File: src/logic/dcw_pkg.sv
// Constants and types for the configuration write command handler
`default_nettype none
package dcw_pkg;
  // Command code and read pointer codes
  localparam logic [7:0] DCW_CMD_WRITE_CFG = 8'hD2;
  localparam logic [7:0] DCW_PTR_CFG = 8'hC3;
  localparam logic [7:0] DCW_PTR_STATUS = 8'hF0;
  // Field positions inside the stored configuration nibble
  localparam int DCW_POS_ACT_PULLUP = 0;
  localparam int DCW_POS_PWR_DOWN = 1;
  localparam int DCW_POS_STRONG_PULLUP = 2;
  localparam int DCW_POS_SPEED = 3;
  // Reset values
  localparam logic [3:0] DCW_CFG_RESET = 4'h0;
  localparam logic DCW_RST_IND_RESET = 1'b1;
  localparam logic [3:0] DCW_READ_UPPER = 4'h0;

  // Stored settings, bit 3 down to bit 0
  typedef struct packed {
    logic line_speed_select;
    logic strong_pullup_enable;
    logic port_power_down;
    logic active_pullup_enable;
  } dcw_cfg_type;

  // One received byte from the serial host layer
  typedef struct packed {
    logic is_cmd;
    logic [7:0] data;
  } dcw_byte_type;
endpackage : dcw_pkg
`default_nettype wire

File: src/logic/dcw_cfg_write.sv
// Device configuration write command handler with its setup register
// Operation
// - Code D2h plus one byte writes configuration
// - Store only if high nibble inverts low
// - Read returns zero upper nibble, settings below
// - Busy at code: no ack, drop command
// - Update on rising edge of byte ack
// - New settings take effect at once
// - Update four settings, clear reset indicator
// - Read pointer moves to setup register
// - Reset clears all four settings
// - Device reset sets reset indicator
`timescale 1ns/1ps
`default_nettype none
module dcw_cfg_write
  import dcw_pkg::*;
(
  // Clock and reset
  input wire logic CLK_I,
  input wire logic RESET_N_I,
  // Received bytes and acknowledge timing from the serial host layer
  input wire logic BYTE_VALID_I,
  input wire dcw_byte_type BYTE_I,
  input wire logic ACK_EDGE_I,
  input wire logic STOP_I,
  output logic ACK_O,
  // Device reset command and wire engine state
  input wire logic DEV_RESET_I,
  input wire logic WIRE_BUSY_I,
  // Settings and status seen by the rest of the device
  output logic LINE_SPEED_SELECT_O,
  output logic STRONG_PULLUP_ENABLE_O,
  output logic PORT_POWER_DOWN_O,
  output logic ACTIVE_PULLUP_ENABLE_O,
  output logic RESET_IND_O,
  // Read pointer and register read data
  output logic [7:0] READ_PTR_O,
  output logic [7:0] RD_DATA_O
);

  typedef enum logic [1:0] {ST_IDLE, ST_PARAM, ST_COMMIT, ST_DROP} dcw_state_type;

  dcw_state_type state_ff, nxt_state;
  dcw_cfg_type cfg_ff, nxt_cfg;
  logic [3:0] param_ff, nxt_param;
  logic ack_ff, nxt_ack;
  logic rst_ind_ff, nxt_rst_ind;
  logic [7:0] ptr_ff, nxt_ptr;
  logic cmd_hit;
  logic param_good;

  // Decode of the incoming byte
  assign cmd_hit = BYTE_VALID_I && BYTE_I.is_cmd && (BYTE_I.data == DCW_CMD_WRITE_CFG);
  assign param_good = (BYTE_I.data[7:4] == ~BYTE_I.data[3:0]);

  // Next state of the command sequencer and the register
  always_comb begin
    nxt_state = state_ff;
    nxt_cfg = cfg_ff;
    nxt_param = param_ff;
    nxt_ack = ack_ff;
    nxt_rst_ind = rst_ind_ff;
    nxt_ptr = ptr_ff;
    if (ACK_EDGE_I) begin
      nxt_ack = 1'b0;
    end
    case (state_ff)
      ST_IDLE: begin
        if (cmd_hit) begin
          // Wire busy at the code byte refuses the command; busy is not checked at the parameter
          if (WIRE_BUSY_I) begin
            nxt_ack = 1'b0;
            nxt_state = ST_DROP;
          end else begin
            nxt_ack = 1'b1;
            nxt_state = ST_PARAM;
          end
        end
      end
      ST_PARAM: begin
        if (STOP_I) begin
          nxt_state = ST_IDLE;
        end else if (BYTE_VALID_I) begin
          if (!BYTE_I.is_cmd && param_good) begin
            nxt_param = BYTE_I.data[3:0];
            nxt_ack = 1'b1;
            nxt_state = ST_COMMIT;
          end else begin
            nxt_ack = 1'b0;
            nxt_state = ST_DROP;
          end
        end
      end
      ST_COMMIT: begin
        if (ACK_EDGE_I) begin
          // Settings, reset indicator and read pointer change; the wire engine is not started
          nxt_cfg = dcw_cfg_type'(param_ff);
          nxt_rst_ind = 1'b0;
          nxt_ptr = DCW_PTR_CFG;
          nxt_state = ST_IDLE;
        end else if (STOP_I) begin
          nxt_state = ST_IDLE;
        end
      end
      ST_DROP: begin
        // Further bytes of a refused command stay unacknowledged
        nxt_ack = 1'b0;
        if (STOP_I) begin
          nxt_state = ST_IDLE;
        end
      end
      default: begin
        nxt_state = ST_IDLE;
      end
    endcase
    // Device reset overrides everything but the held parameter, including a write in flight
    if (DEV_RESET_I) begin
      nxt_cfg = dcw_cfg_type'(DCW_CFG_RESET);
      nxt_rst_ind = DCW_RST_IND_RESET;
      nxt_ptr = DCW_PTR_STATUS;
      nxt_ack = 1'b0;
      nxt_state = ST_IDLE;
    end
  end

  // Registers of the sequencer and the setup register
  always_ff @(posedge CLK_I or negedge RESET_N_I) begin
    if (!RESET_N_I) begin
      state_ff <= ST_IDLE;
      cfg_ff <= dcw_cfg_type'(DCW_CFG_RESET);
      param_ff <= DCW_CFG_RESET;
      ack_ff <= 1'b0;
      rst_ind_ff <= DCW_RST_IND_RESET;
      ptr_ff <= DCW_PTR_STATUS;
    end else begin
      state_ff <= nxt_state;
      cfg_ff <= nxt_cfg;
      param_ff <= nxt_param;
      ack_ff <= nxt_ack;
      rst_ind_ff <= nxt_rst_ind;
      ptr_ff <= nxt_ptr;
    end
  end

  // Settings drive the device directly from the register
  assign LINE_SPEED_SELECT_O = cfg_ff.line_speed_select;
  assign STRONG_PULLUP_ENABLE_O = cfg_ff.strong_pullup_enable;
  assign PORT_POWER_DOWN_O = cfg_ff.port_power_down;
  assign ACTIVE_PULLUP_ENABLE_O = cfg_ff.active_pullup_enable;
  assign RESET_IND_O = rst_ind_ff;
  assign ACK_O = ack_ff;
  assign READ_PTR_O = ptr_ff;
  assign RD_DATA_O = {DCW_READ_UPPER, cfg_ff};
endmodule : dcw_cfg_write
`default_nettype wire

File: config.mk
export PLATFORM = sky130hd
export DESIGN_NAME = dcw_cfg_write
export DESIGN_NICKNAME = d
export VERILOG_FILES = /design/src/logic/dcw_pkg.sv /design/src/logic/dcw_cfg_write.sv
export SDC_FILE = /design/constraint.sdc
export NUM_CORES = 1
export LEC_CHECK = 0
export ABC_CLOCK_PERIOD_IN_PS = 2100
export BUFFER_PORTS_ARGS = -buffer_cell sky130_fd_sc_hd__buf_2
export CAP_MARGIN = 20
export CORE_ASPECT_RATIO = 1.2
export CORE_MARGIN = 2
export CORE_UTILIZATION = 45
export DETAILED_ROUTE_END_ITERATION = 7
export GPL_ROUTABILITY_DRIVEN = 0
export PLACE_DENSITY = 0.78
export SLEW_MARGIN = 20
export SYNTH_ARGS = -nofsm -noshare
export SYNTH_HDL_FRONTEND = slang
export SYNTH_SLANG_ARGS = --single-unit
File: constraint.sdc
create_clock -name CLK_I -period 2.1 [get_ports CLK_I]
set_input_delay 0.21 -clock CLK_I [delete_from_list [all_inputs] [get_ports CLK_I]]
set_output_delay 0.21 -clock CLK_I [all_outputs]
set_load 0.005 [all_outputs]
Yosys cells after proc, flatten, opt, wreduce, memory -nomap -nowiden
Index checks and enable logic that the tools add are counted.
- multiplexer cells: 26
- bitwise gates (word level): 2
- eq/ne operators: 7
- reduce and logical (&&, ||, !) cells: 10
- operators by type and width (kind ; number):
    8-bit two-way mux ; 3
    2-bit two-way mux ; 7
    4-bit two-way mux ; 3
    1-bit two-way mux ; 11
    8-bit equality test, second input constant ; 1
    2-bit one-hot mux with 4 select lines ; 1
    2-bit equality test, second input constant ; 2
    4-bit equality test ; 1
    4-bit != test, second input constant ; 1
    4-bit inverter ; 1
    2-bit AND reduction ; 2
    4-bit AND reduction ; 1
    2-bit nonzero test ; 2
    1-bit logical AND ; 3
    3-bit != test, second input constant ; 1
    1-bit one-hot mux with 3 select lines ; 1
    2-bit by 1-bit equality test with 1-bit output, second input constant ; 1
    2-bit logical NOT ; 1
    1-bit logical NOT ; 1
    1-bit inverter ; 1
- input bits: 16
- output and inout port bits: 22
- logic and storage cells: 54
- flip-flop bits (word level): 20

Logic depth before layout (Yosys ltp)
Gate-level depths: netlist (run 1).
- word-level depth: 8
- depth in mapped cells: 6
- gate-level depth less buffers: 4

Least setup slack after synthesis (run 1)
Ideal clock, no wire load.
- kind: input -> register
- start point: in BYTE_I[5] (netlist name)
- end point: reg ack_ff, in the netlist ACK_O
- setup time: 0.129 ns
- cell stages on the path: 4
- data required time: 1.971 ns
- data arrival time: 1.417 ns
- path slack: 0.553 ns
- path buffers: 0
- cell sequence: nor4bb_1 -> and4bb_4 -> mux2_4 -> o41a_1
- longest elaborated chain between the ends: 7
- elaborated cells between the ends (all ways): 10
- those cells by class: 2 x eq/ne; 6 x mux; 2 x reduce/logical
- RTL lines (what ; line ; RTL):
    start: declaration ; dcw_cfg_write.sv:23 ; input wire dcw_byte_type BYTE_I,
    4-bit equality test ; dcw_cfg_write.sv:54 ; assign param_good = (BYTE_I.data[7:4] == ~BYTE_I.data[3:0]);
    1-bit logical AND ; dcw_cfg_write.sv:84 ; if (!BYTE_I.is_cmd && param_good) begin
    1-bit two-way mux ; dcw_cfg_write.sv:84 ;
    1-bit two-way mux ; dcw_cfg_write.sv:83 ; end else if (BYTE_VALID_I) begin
    1-bit two-way mux ; dcw_cfg_write.sv:81 ; if (STOP_I) begin
    1-bit one-hot mux with 3 select lines (*) ; dcw_cfg_write.sv:67 ; case (state_ff)
    1-bit two-way mux (*) ; dcw_cfg_write.sv:117 ; if (DEV_RESET_I) begin
    net nxt_ack ; dcw_cfg_write.sv:46 ; logic ack_ff, nxt_ack;
    end signal: assignment ; dcw_cfg_write.sv:139 ; ack_ff <= nxt_ack;
    end: declaration ; dcw_cfg_write.sv:46 ;
The timed path passes the listed nets; every way through them passes the cells marked *.
A chain may end at the register's enable or synchronous reset.

Final worst setup path (run 1)
- start point: reg state_ff[1]
- end point: reg param_ff[3]
- longest elaborated chain between the ends: 2
- RTL lines (what ; line ; RTL):
    start: declaration ; dcw_cfg_write.sv:43 ; dcw_state_type state_ff, nxt_state;
    start signal: assignment ; dcw_cfg_write.sv:136 ; state_ff <= nxt_state;
    2-bit by 1-bit equality test with 1-bit output ; dcw_cfg_write.sv:67 ;
    4-bit AND reduction (no line) ; -- ;
    end signal: assignment ; dcw_cfg_write.sv:138 ; param_ff <= nxt_param;
    end: declaration ; dcw_cfg_write.sv:45 ; logic [3:0] param_ff, nxt_param;
No other way between the ends.

==> impl_metrics.toml, run 1 <==
[status]
status = "finished, final reports clean"

[synthesis]
syn_inst = 85
yosysSeqAreaShare_pct = 40.3
syn_area_per_cell_um2 = 9.54
ys_warn_count = 0
syn-cell-area_um2 = 811
ys_seq_elements = 13
ys_types = 28

[floorplan]
die-area_mm2 = 0.00216
io_pins = 38
rows = 16
start_util_pct = 48.8
die_w_um = 42.8
die_y_um = 50.5
core-area_mm2 = 0.00166

[grt]
grt_max_degree = 14
grt_usage_pct = 15.5
overflow = 0
antenna_found_initial = 0
grt_pass1_wl_mm = 2.46
first_global_vias = 575

[route]
dr.pass1.iters = 4
vias_per_cell = 5.13
wl_mm = 1.54
ant_nets = 0
drc = 0
vias = 636
wl_per_cell_um = 12.4
drt-initial-drc-count = 6

[final_layout]
final_common_cell = "buf_2"
layout_common_cells = "29 x buf_2, 12 x dfrtp_1, 9 x a21oi_1"
fill_cells = 152
drive_gt1_share_pct = 37.7
nets = 123
area_growth_pct = 11.9
n_antenna_cell = 0

[pwr]
p_per_area_mw_per_mm2 = 505
irDropWorstVdd_mv = 0.319
p_leak_nw = 0.455

[setup_path]
reg2reg_setup_slack_ps = 540
path_max_fanout = 9
setup.worst_path.start_class = "register"
setup.worst_path.end_class = "register"
required_ps = 2270
critPathArrivalTime_ps = 1730
critical_path_class = "reg2reg"

[min_path]
hold_class = "in2reg"

[sta]
fin_setup_tns_ps = 0
period_share_pct = 74.2
period_needed_ps = 1560
fin_skew_ps = 5.51
fin_hold_ws_ps = 180
finalHoldViolCount = 0
setup_violations = 0
drv_slew = 0
rsz0062_at_grt = "false"
fmax_mhz = 642

[clock_network]
cts_resized = 0
clk_path_buf_depth = 2
tritoncts = "yes"
clk_pin_slew_worst_paths_ps = 80
clock_sinks = 13
cts_inserted_buffers = 3
cts-root-buf = "clkbuf_4"
cts_max_level = 1
clock_latency_ps = 290

[placement]
io_buffer_count = 29
dp_hpwl_mm = 1.21

[run]
drv_cap = 0
==> synth_stat cells, drive strengths merged <==
cell type | count | share of area, %
buf | 17 | 15
nand2b | 2 | 1.5
nor4bb | 1 | 1.2
a21o | 1 | 0.93
xor2 | 4 | 4.3
mux2 | 5 | 7.4
and4bb | 1 | 2.0
a21oi | 9 | 5.6
dfrtp | 12 | 37
conb | 2 | 0.93
nand4b | 1 | 1.1
a2111oi | 1 | 1.1
nor3 | 4 | 2.5
nor2 | 3 | 1.4
clkbuf | 2 | 1.1
nor4 | 1 | 2.6
o41a | 1 | 1.4
nand3 | 6 | 3.7
nand2 | 6 | 2.8
nor2b | 1 | 0.77
inv | 2 | 0.93
o21ai | 1 | 0.62
dfstp | 1 | 3.2
o211ai | 1 | 0.93
==> final timing paths <==
| check | from | end | cells past startpoint |
|---|---|---|---|
| setup / recovery | state_ff[1]$_DFFE_PN0P_ | param_ff[3]$_DFFE_PN0P_ | 4 |
| hold / removal | DEV_RESET_I | LINE_SPEED_SELECT_O$_DFFE_PN0P_ | 2 |
| setup reg to reg | state_ff[1]$_DFFE_PN0P_ | param_ff[3]$_DFFE_PN0P_ | 4 |
| hold reg to reg | param_ff[1]$_DFFE_PN0P_ | param_ff[1]$_DFFE_PN0P_ | 1 |
| max in group asynchronous | RESET_N_I | READ_PTR_O[4]$_DFFE_PN1P_ | 2 |
| min in group asynchronous | RESET_N_I | LINE_SPEED_SELECT_O$_DFFE_PN0P_ | 2 |
==> cells by family after synthesis <==
kind of cell | synth area share [%]
muxes | 7.41
DFF | 40.3
xor gates and xnor gates | 4.32
buffers and inverters | 17.0
other | 0.926
and+or+nand+nor | 19.6
AOI/OAI and AO/OA | 10.5
==> report_power, final <==
group	switching (W)	internal [W]	leakage [nW]
combinational	0.0000291	0.0000195	0.262
clock	0.0000843	0.0000740	0.0150
sequential	0.000000302	0.000251	0.178
total	0.000114	0.000344	0.455
==> state kept, by name, indices dropped and copies added, names as in the netlist <==
register and cells:
ACK_O 1, ACTIVE_PULLUP_ENABLE_O 1, LINE_SPEED_SELECT_O 1, PORT_POWER_DOWN_O 1, READ_PTR_O 2, STRONG_PULLUP_ENABLE_O 1
param_ff 4, state_ff 2
==> metal layers <==
layer / GRT usage [%] / part of all wire [%] / routed length [µm]
met1: 17.6 / 40 / 608
met2: 26.0 / 52 / 800
met3: 3.24 / 5.1 / 79
met4: 9.90 / 3.1 / 48
met5: 0 / 0 / 0
==> final cells by class <==
| class | count | area (µm²) | share of cell area (%) |
|---|---|---|---|
| multi-input combinational | 57 | 369 | 40.7 |
| tap | 18 | 22.5 | 2.48 |
| inverter | 2 | 7.51 | 0.828 |
| timing repair buffer | 30 | 155 | 17.1 |
| clock buffer | 4 | 26.3 | 2.90 |
| sequential | 13 | 327 | 36.0 |
==> worst max-delay path, stage by stage (launching register included) <==
cell,delay (ps)
dfrtp_1,480
nor2_1,130
nand3_1,140
nor4_4,310
mux2_2,380
==> stage by stage <==
stage	instances	util (%)	setup slack [ps]	total power, W	area [µm²]
finish	124	54.6	543	0.000458	907
global route	124	54.6	446	0.000478	907
CTS	124	54.6	543	0.000460	907
detailed placement	119	52.4	385	0.000303	871
global placement	119	52.4	398	0.000302	871
floorplan	91	-	553	0.000286	833
==> repair_timing <==
action,4_1_cts,5_1_grt
buffers inserted,0,0
hold buffers,1,0
hold endpoints to repair,12,0
Note: power is estimated with default switching activity, not from simulation.
==> run 2: changes to the inputs <==
--- a/config.mk
+++ b/config.mk
@@ -5,15 +5,15 @@
 export SDC_FILE = /design/constraint.sdc
 export NUM_CORES = 1
 export LEC_CHECK = 0
-export ABC_CLOCK_PERIOD_IN_PS = 2100
+export ABC_CLOCK_PERIOD_IN_PS = 1400
 export BUFFER_PORTS_ARGS = -buffer_cell sky130_fd_sc_hd__buf_2
 export CAP_MARGIN = 20
 export CORE_ASPECT_RATIO = 1.2
 export CORE_MARGIN = 2
-export CORE_UTILIZATION = 45
+export CORE_UTILIZATION = 40
 export DETAILED_ROUTE_END_ITERATION = 7
 export GPL_ROUTABILITY_DRIVEN = 0
-export PLACE_DENSITY = 0.78
+export PLACE_DENSITY = 0.73
 export SLEW_MARGIN = 20
 export SYNTH_ARGS = -nofsm -noshare
 export SYNTH_HDL_FRONTEND = slang
==> constraint.sdc (replaced) <==
create_clock -name CLK_I -period 1.4 [get_ports CLK_I]
set_input_delay 0.14 -clock CLK_I [delete_from_list [all_inputs] [get_ports CLK_I]]
set_output_delay 0.14 -clock CLK_I [all_outputs]
set_load 0.005 [all_outputs]
==> run 2 against run 1 <==
Against the previous run:
- the flow now finishes with violations (negative setup slack)
- final cell count up 14%
- critical path depth increased by 1
- clock skew down 4.7 ps
- critical path type unchanged
- worst setup slack got worse by 540 ps
- hold slack worse by 30 ps
- fmax is 11% higher
- register-to-register slack got worse by 540 ps
- sequential cell count is the same
- utilization rose by 1.2 points
==> impl_metrics.toml, run 2 (same netlist as run 1, synthesis figures left out) <==
[setup_path]
critPathArrivalTime_ps = 1560
worstPathCellList = "nor2_1 -> nand3_2 -> nor4_4 -> buf_4 -> mux2_2"
critical_path_class = "reg2reg"
setup.worst_path.end_class = "register"
crit_path_top_delay_cell = "dfrtp_1"
required_ps = 1550
path_max_fanout = 5
cp_slowest_stage_delay_ps = 400
setup.worst_path.start_class = "register"

[final_layout]
top_register = "param_ff"
fill_cells = 184
area_growth_pct = 28.7
drive_gt1_share_pct = 47.5
nets = 139
layout_common_cells = "29 x buf_2, 16 x buf_4, 12 x dfrtp_1"
stdcell_area_mm2 = 0.00104
largest_reg_flops = 4
n_antenna_cell = 0
final_util_pct = 55.7
final_common_cell = "buf_2"

[route]
wl_per_cell_um = 11.6
vias = 709
dr.pass1.iters = 4
drt-initial-drc-count = 13
vias_per_cell = 5.03
ant_nets = 0
drc = 0
wl_mm = 1.64

[sta]
fmax_mhz = 713
rsz0062_at_grt = "true"
period_needed_ps = 1400
fin_hold_ws_ps = 150
fin_skew_ps = 0.848
period_share_pct = 100
setup_violations = 1
drv_slew = 0
setup_slack_ps = -1.68
finalHoldViolCount = 0

[placement]
dp_hpwl_mm = 1.34
placed_area_um2 = 981
io_buffer_count = 29

[floorplan]
rows = 17
die-area_mm2 = 0.00240
start_util_pct = 43.3
io_pins = 38
core-area_mm2 = 0.00187
die_w_um = 45.1
die_y_um = 53.3

[pwr]
irDropWorstVdd_mv = 0.273
p_per_area_mw_per_mm2 = 665
p_leak_nw = 0.536

[grt]
grt_usage_pct = 15.6
grt_max_degree = 14
overflow = 0
first_global_vias = 667
antenna_found_initial = 0
grt_pass1_wl_mm = 2.77

[min_path]
hold_class = "in2reg"

[status]
status = "complete, but fails checks"
violations = "negative setup slack"

[clock_network]
clock_latency_ps = 260
tritoncts = "yes"
clock_sinks = 13
cts-root-buf = "clkbuf_4"
cts_max_level = 1
cts_inserted_buffers = 3
clk_path_buf_depth = 2
clk_pin_slew_worst_paths_ps = 70

[run]
drv_cap = 0
[run 2: cell types whose count changed in the layout (fill, tap and decap cells not counted), sizes merged]
cell | before | now
buf | 29 | 45
[run 2: path summary, 6_finish.rpt]
path                                               from  cells past startpoint  slack, ps                                  to
worst max-delay path            state_ff[1]$_DFFE_PN0P_                      5         -2             param_ff[2]$_DFFE_PN0P_
worst min-delay path                        DEV_RESET_I                      2        150  ACTIVE_PULLUP_ENABLE_O$_DFFE_PN0P_
worst max register to register  state_ff[1]$_DFFE_PN0P_                      5         -2             param_ff[2]$_DFFE_PN0P_
worst min register to register  param_ff[3]$_DFFE_PN0P_                      1        520             param_ff[3]$_DFFE_PN0P_
max in group asynchronous                     RESET_N_I                      2        860           READ_PTR_O[4]$_DFFE_PN1P_
min in group asynchronous                     RESET_N_I                      2        270             state_ff[0]$_DFFE_PN0P_
[run 2: metrics by stage]
stage | setup slack (ps) | power (W) | instances | TNS (ps)
2_1_floorplan | -74.5 | 0.000429 | 91 | -313
3_3_place_gp | -202 | 0.000473 | 134 | -702
4_1_cts | 2.62 | 0.000704 | 139 | 0
6_report | -1.68 | 0.000694 | 141 | -1.68
3_5_place_dp | -227 | 0.000476 | 134 | -811
5_1_grt | -59.8 | 0.000736 | 141 | -179
[run 2: area by class of cell]
type	count	area [µm²]	area share [%]
Multi-Input combinational cell	57	384	36.8
Sequential cell	13	327	31.3
Timing Repair Buffer	46	275	26.4
Clock buffer	4	26.3	2.52
Tap cell	19	23.8	2.28
Inverter	2	7.51	0.719
[run 2: metal layers]
metal | wire, µm | up-vias | global-route usage (%)
met3 | 165 | 4 | 1.37
met1 | 642 | 312 | 17.3
met5 | 0 | - | 0
met4 | 23 | 0 | 8.82
li1 | - | 346 | -
met2 | 804 | 47 | 28.3
[run 2: critical path, delay by kind of cell (launching register included)]
kind                   cells  cell delay (ps)
flip-flops                 1              400
buffers and inverters      1              190
multiplexers               1              330
AND/OR/NAND/NOR            3              360
[run 2: power breakdown]
part           internal (W)  switching (W)  leakage, nW
combinational     0.0000464      0.0000488        0.343
sequential         0.000376    0.000000356        0.178
clock              0.000110       0.000112       0.0150
total              0.000532       0.000161        0.536
[run 2: repair_timing]
item / in CTS / in global routing
hold endpoints to repair: 12 / 0
pin swaps: 2 / 0
setup buffers: 0 / 2
endpoints found under the setup margin: 3 / 10
resized for setup: 1 / 2
hold buffers: 1 / 0
